==> config.mk <==
export PLATFORM = sky130hd
export DESIGN_NAME = spr_receiver_top
export DESIGN_NICKNAME = d
export VERILOG_FILES = /design/src/common/spr_pkg.sv /design/src/design/spr_frame_rx.sv /design/src/design/spr_receiver_top.sv
export SDC_FILE = /design/constraint.sdc
export NUM_CORES = 1
export LEC_CHECK = 0
export BUFFER_PORTS_ARGS = -buffer_cell sky130_fd_sc_hd__buf_4
export CAP_MARGIN = 20
export CORE_AREA = 2 2 150 152
export CTS_CLUSTER_DIAMETER = 120
export CTS_CLUSTER_SIZE = 12
export DETAILED_ROUTE_END_ITERATION = 10
export DIE_AREA = 0 0 152 154
export HOLD_SLACK_MARGIN = 0.02
export SYNTH_ARGS = -nofsm -noshare
export SYNTH_HDL_FRONTEND = slang
export SYNTH_SLANG_ARGS = --single-unit
==> constraint.sdc <==
create_clock -name aclk -period 5.8 [get_ports aclk]
set_clock_uncertainty 0.1 [all_clocks]
set_input_delay 0.29 -clock aclk [delete_from_list [all_inputs] [get_ports aclk]]
set_output_delay 0.29 -clock aclk [all_outputs]
set_load 0.01 [all_outputs]
==> src/common/spr_pkg.sv <==
/*
  Shared constants for the serial-to-parallel receiver: timing derived from the
  system clock, frame layout, register offsets, field positions and reset values.
  Assumes a single 250 MHz clock and a 32-bit AXI4-Lite register bus.
*/
package spr_pkg;

  // ----------------------------------------------------------------------
  // Timing
  // ----------------------------------------------------------------------
  localparam int SPR_CLK_HZ = 250_000_000;
  localparam int SPR_MAX_RATE_BPS = 24_000;
  // Shortest legal bit time in clock cycles, rounded up.
  localparam int SPR_MIN_BIT_CYC = (SPR_CLK_HZ + SPR_MAX_RATE_BPS - 1) / SPR_MAX_RATE_BPS;

  localparam int SPR_CNT_W = 20;
  localparam logic [19:0] SPR_CNT_ONE = 20'h00001;
  // Longest period kept so that one and a half periods still fit the counter.
  localparam logic [19:0] SPR_PERIOD_MAX = 20'haaaa0;

  // ----------------------------------------------------------------------
  // Frame layout
  // ----------------------------------------------------------------------
  localparam int SPR_ADDR_W = 3;
  localparam int SPR_NIB_W = 4;
  localparam int SPR_BYTE_W = 8;
  localparam int SPR_SHIFT_W = 8;
  localparam logic [2:0] SPR_LAST_BIT = 3'h7;
  localparam int SPR_DATA_LSB = 3;
  localparam int SPR_STOP_POS = 7;

  // ----------------------------------------------------------------------
  // Registers
  // ----------------------------------------------------------------------
  localparam int SPR_AXI_AW = 12;
  localparam logic [11:0] SPR_OFF_CTRL = 12'h000;
  localparam logic [11:0] SPR_OFF_STATUS = 12'h004;
  localparam logic [11:0] SPR_OFF_LATCH = 12'h008;

  localparam int SPR_CTRL_TYPE_BIT = 0;
  localparam int SPR_CTRL_DIS_BIT = 1;
  localparam int SPR_CTRL_RUN_BIT = 2;
  localparam int SPR_CTRL_ADDR_LSB = 4;
  localparam logic SPR_CTRL_TYPE_RST = 1'h0;
  localparam logic SPR_CTRL_DIS_RST = 1'h1;
  localparam logic SPR_CTRL_RUN_RST = 1'h1;
  localparam logic [2:0] SPR_CTRL_ADDR_RST = 3'h0;

  localparam int SPR_ST_BUSY_BIT = 0;
  localparam int SPR_ST_PEND_BIT = 1;
  localparam int SPR_ST_DISC_BIT = 2;
  localparam int SPR_ST_FERR_BIT = 3;

  localparam logic [1:0] SPR_RESP_OKAY = 2'h0;
  localparam logic [1:0] SPR_RESP_SLVERR = 2'h2;

endpackage

==> src/design/spr_frame_rx.sv <==
/*
  Frame receiver: times the low first start bit of every frame, derives the bit
  period from that measurement and samples address, data and stop bits.
  Assumes serial_in is synchronous to aclk and idles high.
*/
`timescale 1ns/1ps

module spr_frame_rx
  import spr_pkg::*;
#(
  parameter int MIN_BIT_CYC = SPR_MIN_BIT_CYC
)
(
  input wire logic aclk,
  input wire logic aresetn,
  input wire logic ce,
  input wire logic serial_in,
  output logic frame_ok,
  output logic frame_err,
  output logic [2:0] frame_addr,
  output logic [3:0] frame_data,
  output logic busy
);

  typedef enum logic [1:0] {RX_IDLE, RX_START, RX_BITS, RX_BREAK} spr_rx_state_t;

  spr_rx_state_t st_r, st_nxt;
  logic line_r, line_nxt;
  logic [19:0] cnt_r, cnt_nxt;
  logic [19:0] period_r, period_nxt;
  logic [2:0] bit_r, bit_nxt;
  logic [7:0] shift_r, shift_nxt;
  logic ok_r, ok_nxt;
  logic err_r, err_nxt;

  // ----------------------------------------------------------------------
  // Start measurement and bit sampling
  // ----------------------------------------------------------------------
  always_comb
  begin
    st_nxt = st_r;
    line_nxt = serial_in;
    cnt_nxt = cnt_r;
    period_nxt = period_r;
    bit_nxt = bit_r;
    shift_nxt = shift_r;
    ok_nxt = 1'b0;
    err_nxt = 1'b0;
    unique case (st_r)
      RX_IDLE:
      begin
        if (line_r && !serial_in)
        begin
          st_nxt = RX_START;
          cnt_nxt = SPR_CNT_ONE;
        end
      end
      RX_START:
      begin
        // The low first start bit is timed until the high second one begins.
        if (serial_in)
        begin
          if (cnt_r < SPR_CNT_W'(MIN_BIT_CYC / 2))
            st_nxt = RX_IDLE;
          else
          begin
            st_nxt = RX_BITS;
            period_nxt = cnt_r;
            cnt_nxt = cnt_r + (cnt_r >> 1);
            bit_nxt = '0;
          end
        end
        else if (cnt_r >= SPR_PERIOD_MAX)
          st_nxt = RX_BREAK;
        else
          cnt_nxt = cnt_r + SPR_CNT_ONE;
      end
      RX_BITS:
      begin
        if (cnt_r <= SPR_CNT_ONE)
        begin
          // Address, data and stop arrive least significant bit first.
          shift_nxt = {serial_in, shift_r[SPR_SHIFT_W-1:1]};
          cnt_nxt = period_r;
          bit_nxt = bit_r + 3'h1;
          if (bit_r == SPR_LAST_BIT)
          begin
            ok_nxt = serial_in;
            err_nxt = !serial_in;
            st_nxt = serial_in ? RX_IDLE : RX_BREAK;
          end
        end
        else
          cnt_nxt = cnt_r - SPR_CNT_ONE;
      end
      RX_BREAK:
      begin
        if (serial_in)
          st_nxt = RX_IDLE;
      end
    endcase
  end

  always_ff @(posedge aclk)
  begin
    if (!aresetn)
    begin
      st_r <= RX_IDLE;
      line_r <= 1'b1;
      cnt_r <= '0;
      period_r <= '0;
      bit_r <= '0;
      shift_r <= '0;
      ok_r <= 1'b0;
      err_r <= 1'b0;
    end
    else if (ce)
    begin
      st_r <= st_nxt;
      line_r <= line_nxt;
      cnt_r <= cnt_nxt;
      period_r <= period_nxt;
      bit_r <= bit_nxt;
      shift_r <= shift_nxt;
      ok_r <= ok_nxt;
      err_r <= err_nxt;
    end
  end

  assign frame_ok = ok_r;
  assign frame_err = err_r;
  assign frame_addr = shift_r[SPR_ADDR_W-1:0];
  assign frame_data = shift_r[SPR_DATA_LSB +: SPR_NIB_W];
  assign busy = (st_r != RX_IDLE);

  // ----------------------------------------------------------------------
  // Checks
  // ----------------------------------------------------------------------
  fall_starts_frame_a: assert property (@(posedge aclk) disable iff (!aresetn)
    (ce && st_r == RX_IDLE && line_r && !serial_in) |=> (st_r == RX_START && cnt_r == SPR_CNT_ONE))
    else $error("falling edge in idle did not start a frame");

  period_capture_a: assert property (@(posedge aclk) disable iff (!aresetn)
    (ce && st_r == RX_START && serial_in && cnt_r >= SPR_CNT_W'(MIN_BIT_CYC / 2))
    |=> (st_r == RX_BITS && period_r == $past(cnt_r)))
    else $error("start period not captured on the rising edge");

  stop_gate_a: assert property (@(posedge aclk) disable iff (!aresetn)
    ok_r |-> (shift_r[SPR_STOP_POS] && $past(st_r) == RX_BITS && !err_r))
    else $error("frame accepted without a high stop bit");

endmodule

==> src/design/spr_receiver_top.sv <==
/*
  Serial-to-parallel receiver top: pairs frames into bytes, holds the output
  latch, drives the parallel pins and serves an AXI4-Lite register slave.
  Assumes one 250 MHz clock, synchronous active-low reset and a serial line
  that is synchronous to aclk and idles high.
*/
`timescale 1ns/1ps

module spr_receiver_top
  import spr_pkg::*;
#(
  parameter int MIN_BIT_CYC = SPR_MIN_BIT_CYC
)
(
  input wire logic aclk,
  input wire logic aresetn,
  input wire logic ce,
  input wire logic [11:0] s_axi_awaddr,
  input wire logic s_axi_awvalid,
  output logic s_axi_awready,
  input wire logic [31:0] s_axi_wdata,
  input wire logic [3:0] s_axi_wstrb,
  input wire logic s_axi_wvalid,
  output logic s_axi_wready,
  output logic [1:0] s_axi_bresp,
  output logic s_axi_bvalid,
  input wire logic s_axi_bready,
  input wire logic [11:0] s_axi_araddr,
  input wire logic s_axi_arvalid,
  output logic s_axi_arready,
  output logic [31:0] s_axi_rdata,
  output logic [1:0] s_axi_rresp,
  output logic s_axi_rvalid,
  input wire logic s_axi_rready,
  input wire logic serial_in,
  output logic [7:0] parallel_outputs,
  output logic [7:0] parallel_oe,
  output logic latch_change_pulse
);

  logic rx_ok;
  logic rx_err;
  logic [2:0] rx_addr;
  logic [3:0] rx_data;
  logic rx_busy;
  logic pair_hit;

  logic awready_r, awready_nxt, wready_r, wready_nxt;
  logic aw_got_r, aw_got_nxt, w_got_r, w_got_nxt;
  logic [11:0] awaddr_r, awaddr_nxt;
  logic [31:0] wdata_r, wdata_nxt;
  logic wstrb0_r, wstrb0_nxt;
  logic bvalid_r, bvalid_nxt, arready_r, arready_nxt, rvalid_r, rvalid_nxt;
  logic [1:0] bresp_r, bresp_nxt, rresp_r, rresp_nxt;
  logic [31:0] rdata_r, rdata_nxt;
  logic type_r, type_nxt, dis_r, dis_nxt, run_r, run_nxt;
  logic [2:0] own_addr_r, own_addr_nxt, first_addr_r, first_addr_nxt;
  logic pending_r, pending_nxt;
  logic [3:0] low_nib_r, low_nib_nxt;
  logic [7:0] latch_r, latch_nxt;
  logic ack_r, ack_nxt, disc_r, disc_nxt, ferr_r, ferr_nxt;
  logic [7:0] pout_r, pout_nxt, poe_r, poe_nxt;

  spr_frame_rx #(
    .MIN_BIT_CYC(MIN_BIT_CYC)
  ) u_rx (
    .aclk(aclk),
    .aresetn(aresetn),
    .ce(ce),
    .serial_in(serial_in),
    .frame_ok(rx_ok),
    .frame_err(rx_err),
    .frame_addr(rx_addr),
    .frame_data(rx_data),
    .busy(rx_busy)
  );

  assign pair_hit = rx_ok && pending_r && (rx_addr == first_addr_r);

  // ----------------------------------------------------------------------
  // Register slave, frame pairing, latch and pin drive
  // ----------------------------------------------------------------------
  always_comb
  begin
    logic aw_hs;
    logic w_hs;
    logic [11:0] wa;
    logic [31:0] wd;
    logic ws;
    logic wr_ctrl;
    logic wr_stat;
    aw_hs = s_axi_awvalid && awready_r;
    w_hs = s_axi_wvalid && wready_r;
    wa = aw_hs ? s_axi_awaddr : awaddr_r;
    wd = w_hs ? s_axi_wdata : wdata_r;
    ws = w_hs ? s_axi_wstrb[0] : wstrb0_r;
    wr_ctrl = 1'b0;
    wr_stat = 1'b0;
    awaddr_nxt = aw_hs ? s_axi_awaddr : awaddr_r;
    wdata_nxt = w_hs ? s_axi_wdata : wdata_r;
    wstrb0_nxt = w_hs ? s_axi_wstrb[0] : wstrb0_r;
    aw_got_nxt = aw_got_r || aw_hs;
    w_got_nxt = w_got_r || w_hs;
    bvalid_nxt = bvalid_r && !s_axi_bready;
    bresp_nxt = bresp_r;
    if (aw_got_nxt && w_got_nxt && !bvalid_r)
    begin
      aw_got_nxt = 1'b0;
      w_got_nxt = 1'b0;
      bvalid_nxt = 1'b1;
      bresp_nxt = SPR_RESP_OKAY;
      if (wa[11:2] == SPR_OFF_CTRL[11:2])
        wr_ctrl = ws;
      else if (wa[11:2] == SPR_OFF_STATUS[11:2])
        wr_stat = ws;
      else if (wa[11:2] != SPR_OFF_LATCH[11:2])
        bresp_nxt = SPR_RESP_SLVERR;
    end
    awready_nxt = !aw_got_nxt && !bvalid_nxt;
    wready_nxt = !w_got_nxt && !bvalid_nxt;

    rvalid_nxt = rvalid_r && !s_axi_rready;
    rdata_nxt = rdata_r;
    rresp_nxt = rresp_r;
    if (s_axi_arvalid && arready_r)
    begin
      rvalid_nxt = 1'b1;
      rresp_nxt = SPR_RESP_OKAY;
      rdata_nxt = '0;
      if (s_axi_araddr[11:2] == SPR_OFF_CTRL[11:2])
      begin
        rdata_nxt[SPR_CTRL_TYPE_BIT] = type_r;
        rdata_nxt[SPR_CTRL_DIS_BIT] = dis_r;
        rdata_nxt[SPR_CTRL_RUN_BIT] = run_r;
        rdata_nxt[SPR_CTRL_ADDR_LSB +: SPR_ADDR_W] = own_addr_r;
      end
      else if (s_axi_araddr[11:2] == SPR_OFF_STATUS[11:2])
      begin
        rdata_nxt[SPR_ST_BUSY_BIT] = rx_busy;
        rdata_nxt[SPR_ST_PEND_BIT] = pending_r;
        rdata_nxt[SPR_ST_DISC_BIT] = disc_r;
        rdata_nxt[SPR_ST_FERR_BIT] = ferr_r;
      end
      else if (s_axi_araddr[11:2] == SPR_OFF_LATCH[11:2])
        rdata_nxt[SPR_BYTE_W-1:0] = latch_r;
      else
        rresp_nxt = SPR_RESP_SLVERR;
    end
    arready_nxt = !rvalid_nxt;

    type_nxt = wr_ctrl ? wd[SPR_CTRL_TYPE_BIT] : type_r;
    dis_nxt = wr_ctrl ? wd[SPR_CTRL_DIS_BIT] : dis_r;
    run_nxt = wr_ctrl ? wd[SPR_CTRL_RUN_BIT] : run_r;
    own_addr_nxt = wr_ctrl ? wd[SPR_CTRL_ADDR_LSB +: SPR_ADDR_W] : own_addr_r;

    // Sticky flags: a write of one clears, a new event in the same cycle wins.
    disc_nxt = (disc_r && !(wr_stat && wd[SPR_ST_DISC_BIT]));
    ferr_nxt = (ferr_r && !(wr_stat && wd[SPR_ST_FERR_BIT])) || rx_err;

    pending_nxt = pending_r;
    first_addr_nxt = first_addr_r;
    low_nib_nxt = low_nib_r;
    latch_nxt = latch_r;
    if (rx_err)
      pending_nxt = 1'b0;
    else if (rx_ok && !pending_r)
    begin
      if (rx_addr == own_addr_r)
      begin
        pending_nxt = 1'b1;
        first_addr_nxt = rx_addr;
        low_nib_nxt = rx_data;
      end
    end
    else if (rx_ok)
    begin
      pending_nxt = 1'b0;
      if (pair_hit)
        latch_nxt = {rx_data, low_nib_r};
      else
        disc_nxt = 1'b1;
    end
    if (!run_r)
      latch_nxt = '0;
    ack_nxt = (latch_nxt != latch_r);

    // Open-collector drives low for a one and releases for a zero.
    for (int i = 0; i < SPR_BYTE_W; i++)
    begin
      if (dis_r)
      begin
        pout_nxt[i] = !type_r;
        poe_nxt[i] = 1'b0;
      end
      else if (type_r)
      begin
        pout_nxt[i] = latch_r[i];
        poe_nxt[i] = 1'b1;
      end
      else
      begin
        pout_nxt[i] = !latch_r[i];
        poe_nxt[i] = latch_r[i];
      end
    end
  end

  always_ff @(posedge aclk)
  begin
    if (!aresetn)
    begin
      awready_r <= 1'b0;
      wready_r <= 1'b0;
      aw_got_r <= 1'b0;
      w_got_r <= 1'b0;
      awaddr_r <= '0;
      wdata_r <= '0;
      wstrb0_r <= 1'b0;
      bvalid_r <= 1'b0;
      bresp_r <= SPR_RESP_OKAY;
      arready_r <= 1'b0;
      rvalid_r <= 1'b0;
      rdata_r <= '0;
      rresp_r <= SPR_RESP_OKAY;
      type_r <= SPR_CTRL_TYPE_RST;
      dis_r <= SPR_CTRL_DIS_RST;
      run_r <= SPR_CTRL_RUN_RST;
      own_addr_r <= SPR_CTRL_ADDR_RST;
      pending_r <= 1'b0;
      first_addr_r <= '0;
      low_nib_r <= '0;
      latch_r <= '0;
      ack_r <= 1'b0;
      disc_r <= 1'b0;
      ferr_r <= 1'b0;
      pout_r <= '1;
      poe_r <= '0;
    end
    else if (ce)
    begin
      awready_r <= awready_nxt;
      wready_r <= wready_nxt;
      aw_got_r <= aw_got_nxt;
      w_got_r <= w_got_nxt;
      awaddr_r <= awaddr_nxt;
      wdata_r <= wdata_nxt;
      wstrb0_r <= wstrb0_nxt;
      bvalid_r <= bvalid_nxt;
      bresp_r <= bresp_nxt;
      arready_r <= arready_nxt;
      rvalid_r <= rvalid_nxt;
      rdata_r <= rdata_nxt;
      rresp_r <= rresp_nxt;
      type_r <= type_nxt;
      dis_r <= dis_nxt;
      run_r <= run_nxt;
      own_addr_r <= own_addr_nxt;
      pending_r <= pending_nxt;
      first_addr_r <= first_addr_nxt;
      low_nib_r <= low_nib_nxt;
      latch_r <= latch_nxt;
      ack_r <= ack_nxt;
      disc_r <= disc_nxt;
      ferr_r <= ferr_nxt;
      pout_r <= pout_nxt;
      poe_r <= poe_nxt;
    end
  end

  assign s_axi_awready = awready_r;
  assign s_axi_wready = wready_r;
  assign s_axi_bvalid = bvalid_r;
  assign s_axi_bresp = bresp_r;
  assign s_axi_arready = arready_r;
  assign s_axi_rvalid = rvalid_r;
  assign s_axi_rdata = rdata_r;
  assign s_axi_rresp = rresp_r;
  assign parallel_outputs = pout_r;
  assign parallel_oe = poe_r;
  assign latch_change_pulse = ack_r;

  // ----------------------------------------------------------------------
  // Checks
  // ----------------------------------------------------------------------
  ack_tracks_latch_a: assert property (@(posedge aclk) disable iff (!aresetn)
    $past(ce) |-> (ack_r == $changed(latch_r)))
    else $error("acknowledge pulse does not match a latch change");

  latch_only_pair_a: assert property (@(posedge aclk) disable iff (!aresetn)
    ($past(ce) && $past(run_r) && $changed(latch_r)) |-> $past(pair_hit))
    else $error("latch changed without a matched frame pair");

  byte_assembly_a: assert property (@(posedge aclk) disable iff (!aresetn)
    (ce && run_r && pair_hit) |=> (latch_r == {$past(rx_data), $past(low_nib_r)}))
    else $error("byte not assembled low nibble first");

  addr_mismatch_a: assert property (@(posedge aclk) disable iff (!aresetn)
    (ce && rx_ok && pending_r && rx_addr != first_addr_r)
    |=> (!pending_r && disc_r && (!run_r || latch_r == $past(latch_r))))
    else $error("mismatched second frame was not discarded");

  own_addr_a: assert property (@(posedge aclk) disable iff (!aresetn)
    (ce && rx_ok && !pending_r && rx_addr != own_addr_r) |=> !pending_r)
    else $error("frame for another address was accepted");

  latch_clear_a: assert property (@(posedge aclk) disable iff (!aresetn)
    (ce && !run_r) |=> (latch_r == '0))
    else $error("latch reset did not clear the latch");

  open_collector_a: assert property (@(posedge aclk) disable iff (!aresetn)
    (ce && !type_r && !dis_r)
    |=> (poe_r == $past(latch_r) && pout_r == ~$past(latch_r)))
    else $error("open-collector outputs do not invert the latch");

  push_pull_a: assert property (@(posedge aclk) disable iff (!aresetn)
    (ce && type_r && !dis_r) |=> (poe_r == '1 && pout_r == $past(latch_r)))
    else $error("push-pull outputs do not follow the latch");

  out_disable_a: assert property (@(posedge aclk) disable iff (!aresetn)
    (ce && dis_r) |=> (poe_r == '0 && pout_r == {SPR_BYTE_W{!$past(type_r)}}))
    else $error("disabled outputs are still driven");

endmodule

==> results of run 1 <==
==> per-stage QoR <==
step | utilization, % | setup slack, ns
floorplan | - | 2.418
finish | 41.61 | 2.129
CTS | 41.61 | 2.167
detailed placement | 39.07 | 2.154
global placement | 39.07 | 2.196
global route | 41.61 | 1.918
==> power groups by stage <==
stage,logic (W),registers (W),clock network [W]
after detailed placement,0.000189,0.000945,0
after global routing,0.000209,0.000926,0.00107
after CTS,0.000189,0.000925,0.00103
final,0.000189,0.000925,0.00101
after floorplan,0.000144,0.000943,0
after global placement,0.000189,0.000944,0
==> layer usage <==
metal	vias to the layer above	global-route usage (%)	routed length (microns)
li1	3441	-	-
met1	3205	22.73	9357
met2	149	26.64	8762
met3	25	2.959	776
met4	0	5.607	340
met5	-	0	0
==> cell families (layout without fill, tap and decap cells) <==
kind of cell               Yosys count  count (layout)  share of synthesized area (%)
buffers and inverters              110             128                          6.693
and+or+nand+nor                    353             353                          23.19
xor gates and xnor gates            29              29                          3.204
DFF                                132             132                          33.34
adders and majority gates           36              36                          5.777
other                                1              26                        0.04731
muxes                               50              50                          6.346
AOI/OAI and AO/OA                  259             259                          21.41
==> critical path, cell delays in order (launching register included) <==
cell      delay (ns)
dfxtp_1         0.56
and2_1          0.20
ha_1            0.29
nand2_1         0.12
or4b_2          0.63
a311oi_1        0.47
o41ai_1         0.23
a221o_1         0.38
a21oi_1         0.20
nor3_1          0.07
a311o_1         0.32
==> path summary, 6_finish.rpt <==
kind | from | cells past startpoint | slack (ns) | to
max | u_rx.cnt_r[11]$_SDFFE_PN0P_ | 10 | 2.13 | u_rx.cnt_r[19]$_SDFFE_PN0P_
max reg2reg | u_rx.cnt_r[11]$_SDFFE_PN0P_ | 10 | 2.13 | u_rx.cnt_r[19]$_SDFFE_PN0P_
min | s_axi_wdata[1] | 3 | 0.03 | wdata_r[1]$_SDFFE_PN0P_
min reg2reg | u_rx.bit_r[2]$_SDFFE_PN0P_ | 2 | 0.36 | u_rx.bit_r[2]$_SDFFE_PN0P_
==> cell usage after synthesis, drive strengths merged (6+ instances only) <==
library cell and instances:
ha 35, inv 23, xor2 10, nor3 25, and3 6, buf 40
a21o 10, dfxtp 132, nand3 13, xnor2 19, a21boi 26, a22o 7
and2 35, a21oi 53, o22ai 6, nor2 42, o211ai 8, mux2i 48
a22oi 25, a31oi 6, nand2 110, nor4 12, o21ai 76, or3 9
clkbuf 47, o211a 7, nand2b 10, nor2b 71
==> final cells by class <==
cell class              count  area (sq um)
clock buffers              18         429.2
clock inverters            14         120.1
fillers                  2204         12660
inverters                  23         86.33
multi-input cells         753          4847
flip-flops and latches    132          2643
well taps                 280         350.3
repair buffers             73         548.0
==> state kept, by name, summed over array words and instances (netlist names), 2 cells and up <==
signal / flops
s_axi_rdata: 8
u_rx.shift_r: 8
u_rx.cnt_r: 20
first_addr_r: 3
awaddr_r: 10
low_nib_r: 4
u_rx.period_r: 20
u_rx.st_r: 2
latch_r: 8
u_rx.bit_r: 3
own_addr_r: 3
wdata_r: 7
parallel_outputs: 8
parallel_oe: 8
==> qor.yml, run 1 <==
rows: 54
synth_area_leader_cell: "dfxtp_1"
p_sw_w: 0.0005739
clock_path_buffers: 2
ys_warn_count: 0
fmax_mhz: 272.4
clkLatencyLatePin_ns: 0.42
layout-area-overhead-vs-synth_pct: 13.84
port_buffers: 68
num_antenna_cells: 0
ys_ff_latch: 132
postCtsHoldBufs: 0
grt_max_degree: 110
drc: 0
dp_cells: 1261
cts-htree-levels: 4
drive_gt1_share_pct: 11.45
rsz0062_at_grt: "no"
setup_violations: 0
drtIter0Drc: 371
hold_path.class: "in2reg"
cts_resized: 0
antenna_found_initial: 0
p_clk_share_pct: 47.6
drt-total-wl_mm: 19.24
place.gp.congestion: 0.8265
max_slew_margin_pct: 37.19
cts.sinks: 132
grt_pass1_vias: 6509
design_area_sq_um: 9024
syn_area_per_cell_sq_um: 8.171
io_pins: 127
grt_pass1_wl_mm: 32.49
initial_core_util_pct: 36.55
synth_top_area_share_pct: 33.34
critPathArrivalTime_ns: 3.88
worstMarginPinSlew_ns: 0.9421
cts_setup_buffers: 0
power_density_nw_per_um2: 235.4
finalMaxSlewViolations: 0
synth_cell_types: 68
combPwrFrac_pct: 8.9
layout_commonest_cell: "dfxtp_1"
min_period_over_period_pct: 63.29
cts_tree: "yes"
outcome: "finished clean"
async_flop_share_pct: 0
syn_area_sq_um: 7926
fin_nets: 1105
cp_max_fo: 11
root_buffer: "clkbuf_16"
clk_pin_slew_ns: 0.06
netlist_instances: 970
pwr-share-seq_pct: 43.5
synth_ff_type: "dfxtp_1"
instances_no_fill: 1293
max-vdd-ir-drop_mv: 0.1892
holdWs_ns: 0.03164
vias: 6820
fin_crit_ns: 3.671
max_cap_viol_count: 0
grtUsageTotal_pct: 16.66
core_sq_um: 21690
synthTopCellsByArea: "dfxtp_1, mux2i_1, nor2b_1"
report.final.hold_viol_count: 0
vias_per_cell: 5.275
die_width_microns: 152
wl_per_cell_microns: 14.88
dr.pass1.iters: 4
cp-start-kind: "flop"
path_class: "reg2reg"
most-common-layout-cells: "dfxtp_1, nand2_1, o21ai_0, buf_4, nor2b_1"
synth-edff-count: 0
fin_tns_setup_ns: 0
synth_seq_area_share_pct: 33.34
critPathRequiredTime_ns: 6.01
hpwl_mm: 13.23
place_area_sq_um: 8474
p_leak_nw: 3.735
grt_overflow_total: 0
intPower_w: 0.001550
die-area_sq_um: 23410
dieHeight_microns: 154
ant_nets: 0
p_total_w: 0.002124
p_sw_share_pct: 27.02
endpoint_kind: "flop"
cts-buffers-inserted: 17
Power figures use the tool's default switching activity.
==> run 2: changes to the inputs <==
==> constraint.sdc (replaced) <==
create_clock -name aclk -period 3.83 [get_ports aclk]
set_clock_uncertainty 0.1 [all_clocks]
set_input_delay 0.1915 -clock aclk [delete_from_list [all_inputs] [get_ports aclk]]
set_output_delay 0.1915 -clock aclk [all_outputs]
set_load 0.01 [all_outputs]
==> run 2 against run 1 <==
Effect of this change: fmax increased by 6.9%; worst hold slack got worse by 0.00062 ns; register-to-register slack got worse by 1.7 ns; sequential power increased by 51%; setup slack got worse by 1.7 ns; combinational power increased by 61%; cell count increased by 1.7%; power increased by 53%; critical endpoint unchanged; count of clock-buffer cells in the layout unchanged.
==> qor.yml, run 2 (same netlist as run 1, synthesis figures left out) <==
place.gp.congestion: 0.8760
biggestRegsByFlops: "u_rx.cnt_r x20, u_rx.period_r x20, awaddr_r x10"
grt_pass1_wl_mm: 32.15
clk_pin_slew_ns: 0.07
hpwl_mm: 13.50
ant_nets: 0
vias: 6878
cts_setup_buffers: 0
max-vdd-ir-drop_mv: 0.2917
slowest_stage: "or4b_2"
core_sq_um: 21690
hold_depth: 4
cp-start-kind: "flop"
initial_core_util_pct: 36.55
endpoint_kind: "flop"
fin_crit_ns: 3.434
antenna_found_initial: 0
die_width_microns: 152
cp_max_fo: 8
max_slew_margin_pct: 43.10
layout-area-overhead-vs-synth_pct: 16.73
dr.pass1.iters: 4
p_sw_share_pct: 26.97
vias_per_cell: 5.230
hold_path.class: "in2reg"
report.final.hold_viol_count: 0
outcome: "finished clean"
grt_pass1_vias: 6395
p_sw_w: 0.0008779
fin_nets: 1127
drc: 0
rsz0062_at_grt: "no"
grt_overflow_total: 0
drive_gt1_share_pct: 11.69
intPower_w: 0.002377
worstMarginPinSlew_ns: 0.8425
grt_max_degree: 69
max_stage_delay_ns: 0.62
critPathRequiredTime_ns: 4.04
io_pins: 127
fin_util_pct: 42.66
layout_commonest_cell: "dfxtp_1"
pwr-share-seq_pct: 43.0
setup_violations: 0
p_clk_share_pct: 47.6
port_buffers: 68
clkLatencyLatePin_ns: 0.42
drtIter0Drc: 381
rows: 54
path_class: "reg2reg"
cts_tree: "yes"
p_leak_nw: 3.831
most-common-layout-cells: "dfxtp_1, nand2_1, o21ai_0, buf_4, nor2b_1"
combPwrFrac_pct: 9.4
fmax_mhz: 291.2
root_buffer: "clkbuf_16"
drt-total-wl_mm: 19.43
finalMaxSlewViolations: 0
die-area_sq_um: 23410
grtUsageTotal_pct: 16.44
dieHeight_microns: 154
power_density_nw_per_um2: 351.8
num_antenna_cells: 0
wl_per_cell_microns: 14.78
reg2regPathDepth: 9
crit_chain: "ha_1 > nand2_1 > or4b_2 > a311oi_1 > o41ai_1 > a221o_1 > a21oi_1 > nor3_1 > a311o_1"
cts.sinks: 132
cts-htree-levels: 4
critPathArrivalTime_ns: 3.64
cts-buffers-inserted: 17
max_cap_viol_count: 0
fin_tns_setup_ns: 0
clock_path_buffers: 2
min_period_over_period_pct: 89.65
[run 2: changes by cell type in the layout (fill, tap and decap cells not counted)]
cell and delta:
inv_6 +1, dlygate4sd3_1 +18, buf_12 +1, clkinv_4 -4
clkbuf_1 -1, clkinvlp_4 +3, buf_4 +3, clkbuf_8 +1
[run 2: layout make-up]
type / count / area [sq um]
clock buffers: 18 / 439.2
clock inverters: 14 / 116.4
fillers: 2144 / 12440
inverters: 23 / 86.33
multi-input cells: 753 / 4847
flip-flops and latches: 132 / 2643
well taps: 280 / 350.3
repair buffers: 95 / 770.7
[run 2: metal layers]
| layer | routed length (microns) | share of wire, % | GRT usage, % | up-vias |
|---|---|---|---|---|
| li1 | - | - | - | 3478 |
| met1 | 9639 | 50 | 22.91 | 3245 |
| met2 | 8788 | 45 | 25.80 | 136 |
| met3 | 741 | 3.8 | 3.664 | 19 |
| met4 | 263 | 1.4 | 4.139 | 0 |
| met5 | 0 | 0 | 0 | - |
[run 2: power by group through the flow]
stage          registers [W]  clock network [W]  logic, W
6_report             0.00140            0.00155  0.000305
5_1_grt              0.00140            0.00164  0.000335
4_1_cts              0.00140            0.00158  0.000305
3_5_place_dp         0.00143                  0  0.000289
3_3_place_gp         0.00143                  0  0.000287
2_1_floorplan        0.00143                  0  0.000218
[run 2: final timing paths]
check | from | endpoint | slack [ns]
hold / removal | s_axi_rready | s_axi_rvalid$_SDFFE_PN0P_ | 0.03
setup / recovery | u_rx.cnt_r[10]$_SDFFE_PN0P_ | u_rx.cnt_r[19]$_SDFFE_PN0P_ | 0.40
setup reg to reg | u_rx.cnt_r[10]$_SDFFE_PN0P_ | u_rx.cnt_r[19]$_SDFFE_PN0P_ | 0.40
hold reg to reg | u_rx.bit_r[2]$_SDFFE_PN0P_ | u_rx.bit_r[2]$_SDFFE_PN0P_ | 0.36
[run 2: repair_timing]
| action | CTS | global route |
|---|---|---|
| hold buffers | 18 | 0 |
| gates resized for setup | 0 | 0 |
| endpoints found under the hold margin | 18 | 0 |
[run 2: through the flow]
step	setup WS [ns]	total power, W	std cells	instance area (sq um)	hold slack, ns
after global placement	0.4179	0.001718	1265	8517	0.3415
after floorplan	0.5460	0.001646	995	8020	0.2364
after global routing	0.2522	0.003381	1315	9253	0.03194
after CTS	0.4301	0.003283	1315	9253	0.02324
after detailed placement	0.3900	0.001720	1265	8517	0.3504
final	0.3965	0.003255	1315	9253	0.03102
[run 2: worst max-delay path, delay by kind of cell, from the launching register on]
kind	cells	cell delay, ns
fa+ha+maj	1	0.36
flops	1	0.51
simple gates	3	0.80
compound gates	5	1.55
==> run 3: changes to the inputs <==
--- a/config.mk
+++ b/config.mk
@@ -13,6 +13,7 @@
 export DETAILED_ROUTE_END_ITERATION = 10
 export DIE_AREA = 0 0 152 154
 export HOLD_SLACK_MARGIN = 0.02
+export SETUP_SLACK_MARGIN = 0.05
 export SYNTH_ARGS = -nofsm -noshare
 export SYNTH_HDL_FRONTEND = slang
 export SYNTH_SLANG_ARGS = --single-unit
==> constraint.sdc (replaced) <==
create_clock -name aclk -period 3.5 [get_ports aclk]
set_clock_uncertainty 0.1 [all_clocks]
set_input_delay 0.175 -clock aclk [delete_from_list [all_inputs] [get_ports aclk]]
set_output_delay 0.175 -clock aclk [all_outputs]
set_load 0.01 [all_outputs]
==> run 3 against run 2 <==
Effect of this change: count of clock-buffer cells in the layout decreased by 1; critical path depth is the same; global-route usage about the same; sequential cell count unchanged; register-to-register slack worse by 0.08 ns.
==> qor.yml, run 3 (same netlist as run 1, synthesis figures left out) <==
max_cap_viol_count: 0
grtUsageTotal_pct: 16.49
drt-total-wl_mm: 19.44
p_leak_nw: 3.937
cp-start-kind: "flop"
clock_path_buffers: 2
r2r_setup_slack_ns: 0.32
endpoint_kind: "flop"
cts_tree: "yes"
critPathRequiredTime_ns: 3.71
cts-htree-levels: 4
grt_max_degree: 101
r2r-start: "u_rx.cnt_r[9]$_SDFFE_PN0P_"
outcome: "finished clean"
holdPathEnd: "wdata_r[2]$_SDFFE_PN0P_"
dr.pass1.iters: 5
hpwl_mm: 13.47
finalMaxSlewViolations: 0
core_sq_um: 21690
port_buffers: 68
vias: 6901
clkLatencyLatePin_ns: 0.42
ant_nets: 0
worstMarginPinSlew_ns: 0.8636
die_width_microns: 152
max_slew_margin_pct: 42.42
path_class: "reg2reg"
fin_nets: 1141
place.gp.congestion: 0.8712
initial_core_util_pct: 36.55
cts.sinks: 132
drive_gt1_share_pct: 12.77
die-area_sq_um: 23410
cts-buffers-inserted: 17
critPathArrivalTime_ns: 3.40
rsz0062_at_grt: "no"
design_area_sq_um: 9435
report.final.hold_viol_count: 0
biggestRegsByFlops: "u_rx.cnt_r x20, u_rx.period_r x20, awaddr_r x10"
hold_depth: 4
most-common-layout-cells: "dfxtp_1, nand2_1, buf_4, o21ai_0, nor2b_1"
reg2regPathDepth: 9
rows: 54
vias_per_cell: 5.189
fin_crit_ns: 3.184
wl_per_cell_microns: 14.62
hold_path.class: "in2reg"
power_density_nw_per_um2: 398.7
drc: 0
root_buffer: "clkbuf_16"
drtIter0Drc: 393
min_period_over_period_pct: 90.98
dieHeight_microns: 154
grt_pass1_wl_mm: 32.10
io_pins: 127
min_from: "s_axi_wdata[2]"
antenna_found_initial: 1
grt_pass1_vias: 6371
setup_violations: 0
r2r_end: "u_rx.cnt_r[19]$_SDFFE_PN0P_"
fmax_mhz: 314.0
cp_max_fo: 7
fin_tns_setup_ns: 0
layout_commonest_cell: "dfxtp_1"
clk_pin_slew_ns: 0.07
layout-area-overhead-vs-synth_pct: 19.04
max-vdd-ir-drop_mv: 0.3304
grt_overflow_total: 0
place_area_sq_um: 8594
-- run 3: layout make-up --
| cell class | count | area (sq um) |
|---|---|---|
| Fill cell | 2151 | 12250 |
| Multi-Input combinational cell | 753 | 4853 |
| Sequential cell | 132 | 2643 |
| Timing Repair Buffer | 109 | 868.3 |
| Clock buffer | 17 | 425.4 |
| Tap cell | 280 | 350.3 |
| Clock inverter | 15 | 206.4 |
| Inverter | 23 | 86.33 |
| Antenna cell | 1 | 2.502 |
-- run 3: critical path, stage by stage, from the launching register on --
cell and delay, ns:
dfxtp_1 0.38, and2_1 0.17, ha_1 0.22, or4b_2 0.69
a311oi_2 0.39, o41ai_1 0.18, a221o_1 0.35, a21oi_1 0.21
nor3_1 0.08, a311o_1 0.32
-- run 3: metrics by stage --
step	instances	util, %	setup WS [ns]	hold WS [ns]	total power [W]
after floorplan	995	-	0.2285	0.2199	0.001801
after detailed placement	1277	39.63	0.1593	0.3493	0.001886
final	1330	43.50	0.3156	0.06906	0.003762
after CTS	1329	43.46	0.2414	0.05201	0.003801
after global placement	1277	39.63	0.1926	0.3413	0.001885
after global routing	1330	43.50	0.1325	0.07560	0.003899
-- run 3: layer usage --
metal | share of wire, % | global-route usage, % | up-vias
met2 | 45 | 26.25 | 145
li1 | - | - | 3514
met1 | 49 | 22.55 | 3220
met4 | 1.7 | 5.340 | 0
met3 | 4.5 | 3.100 | 22
met5 | 0 | 0 | -
-- run 3: worst max path at each step --
stage               slack (ns)                        start  cells after the start                     endpoint
finish                    0.32   u_rx.cnt_r[9]$_SDFFE_PN0P_                      9  u_rx.cnt_r[19]$_SDFFE_PN0P_
global route              0.13   u_rx.cnt_r[9]$_SDFFE_PN0P_                      9  u_rx.cnt_r[19]$_SDFFE_PN0P_
CTS                       0.24   u_rx.cnt_r[9]$_SDFFE_PN0P_                      9  u_rx.cnt_r[19]$_SDFFE_PN0P_
detailed placement        0.16                    serial_in                     11  u_rx.cnt_r[19]$_SDFFE_PN0P_
global placement          0.19                    serial_in                     11  u_rx.cnt_r[19]$_SDFFE_PN0P_
floorplan                 0.23  u_rx.cnt_r[11]$_SDFFE_PN0P_                     11  u_rx.cnt_r[19]$_SDFFE_PN0P_
-- run 3: what timing repair did --
item / CTS / global route
hold buffers: 20 / 0
resized for setup: 0 / 1
endpoints found under the hold margin: 24 / 0
setup buffers: 0 / 0
setup endpoints to repair: 0 / 1
-- run 3: where the power goes --
group          switching [W]  internal, W  leakage, nW
Clock               0.000791      0.00110        0.309
Sequential         0.0000128      0.00152         1.07
Combinational       0.000200     0.000143         2.56
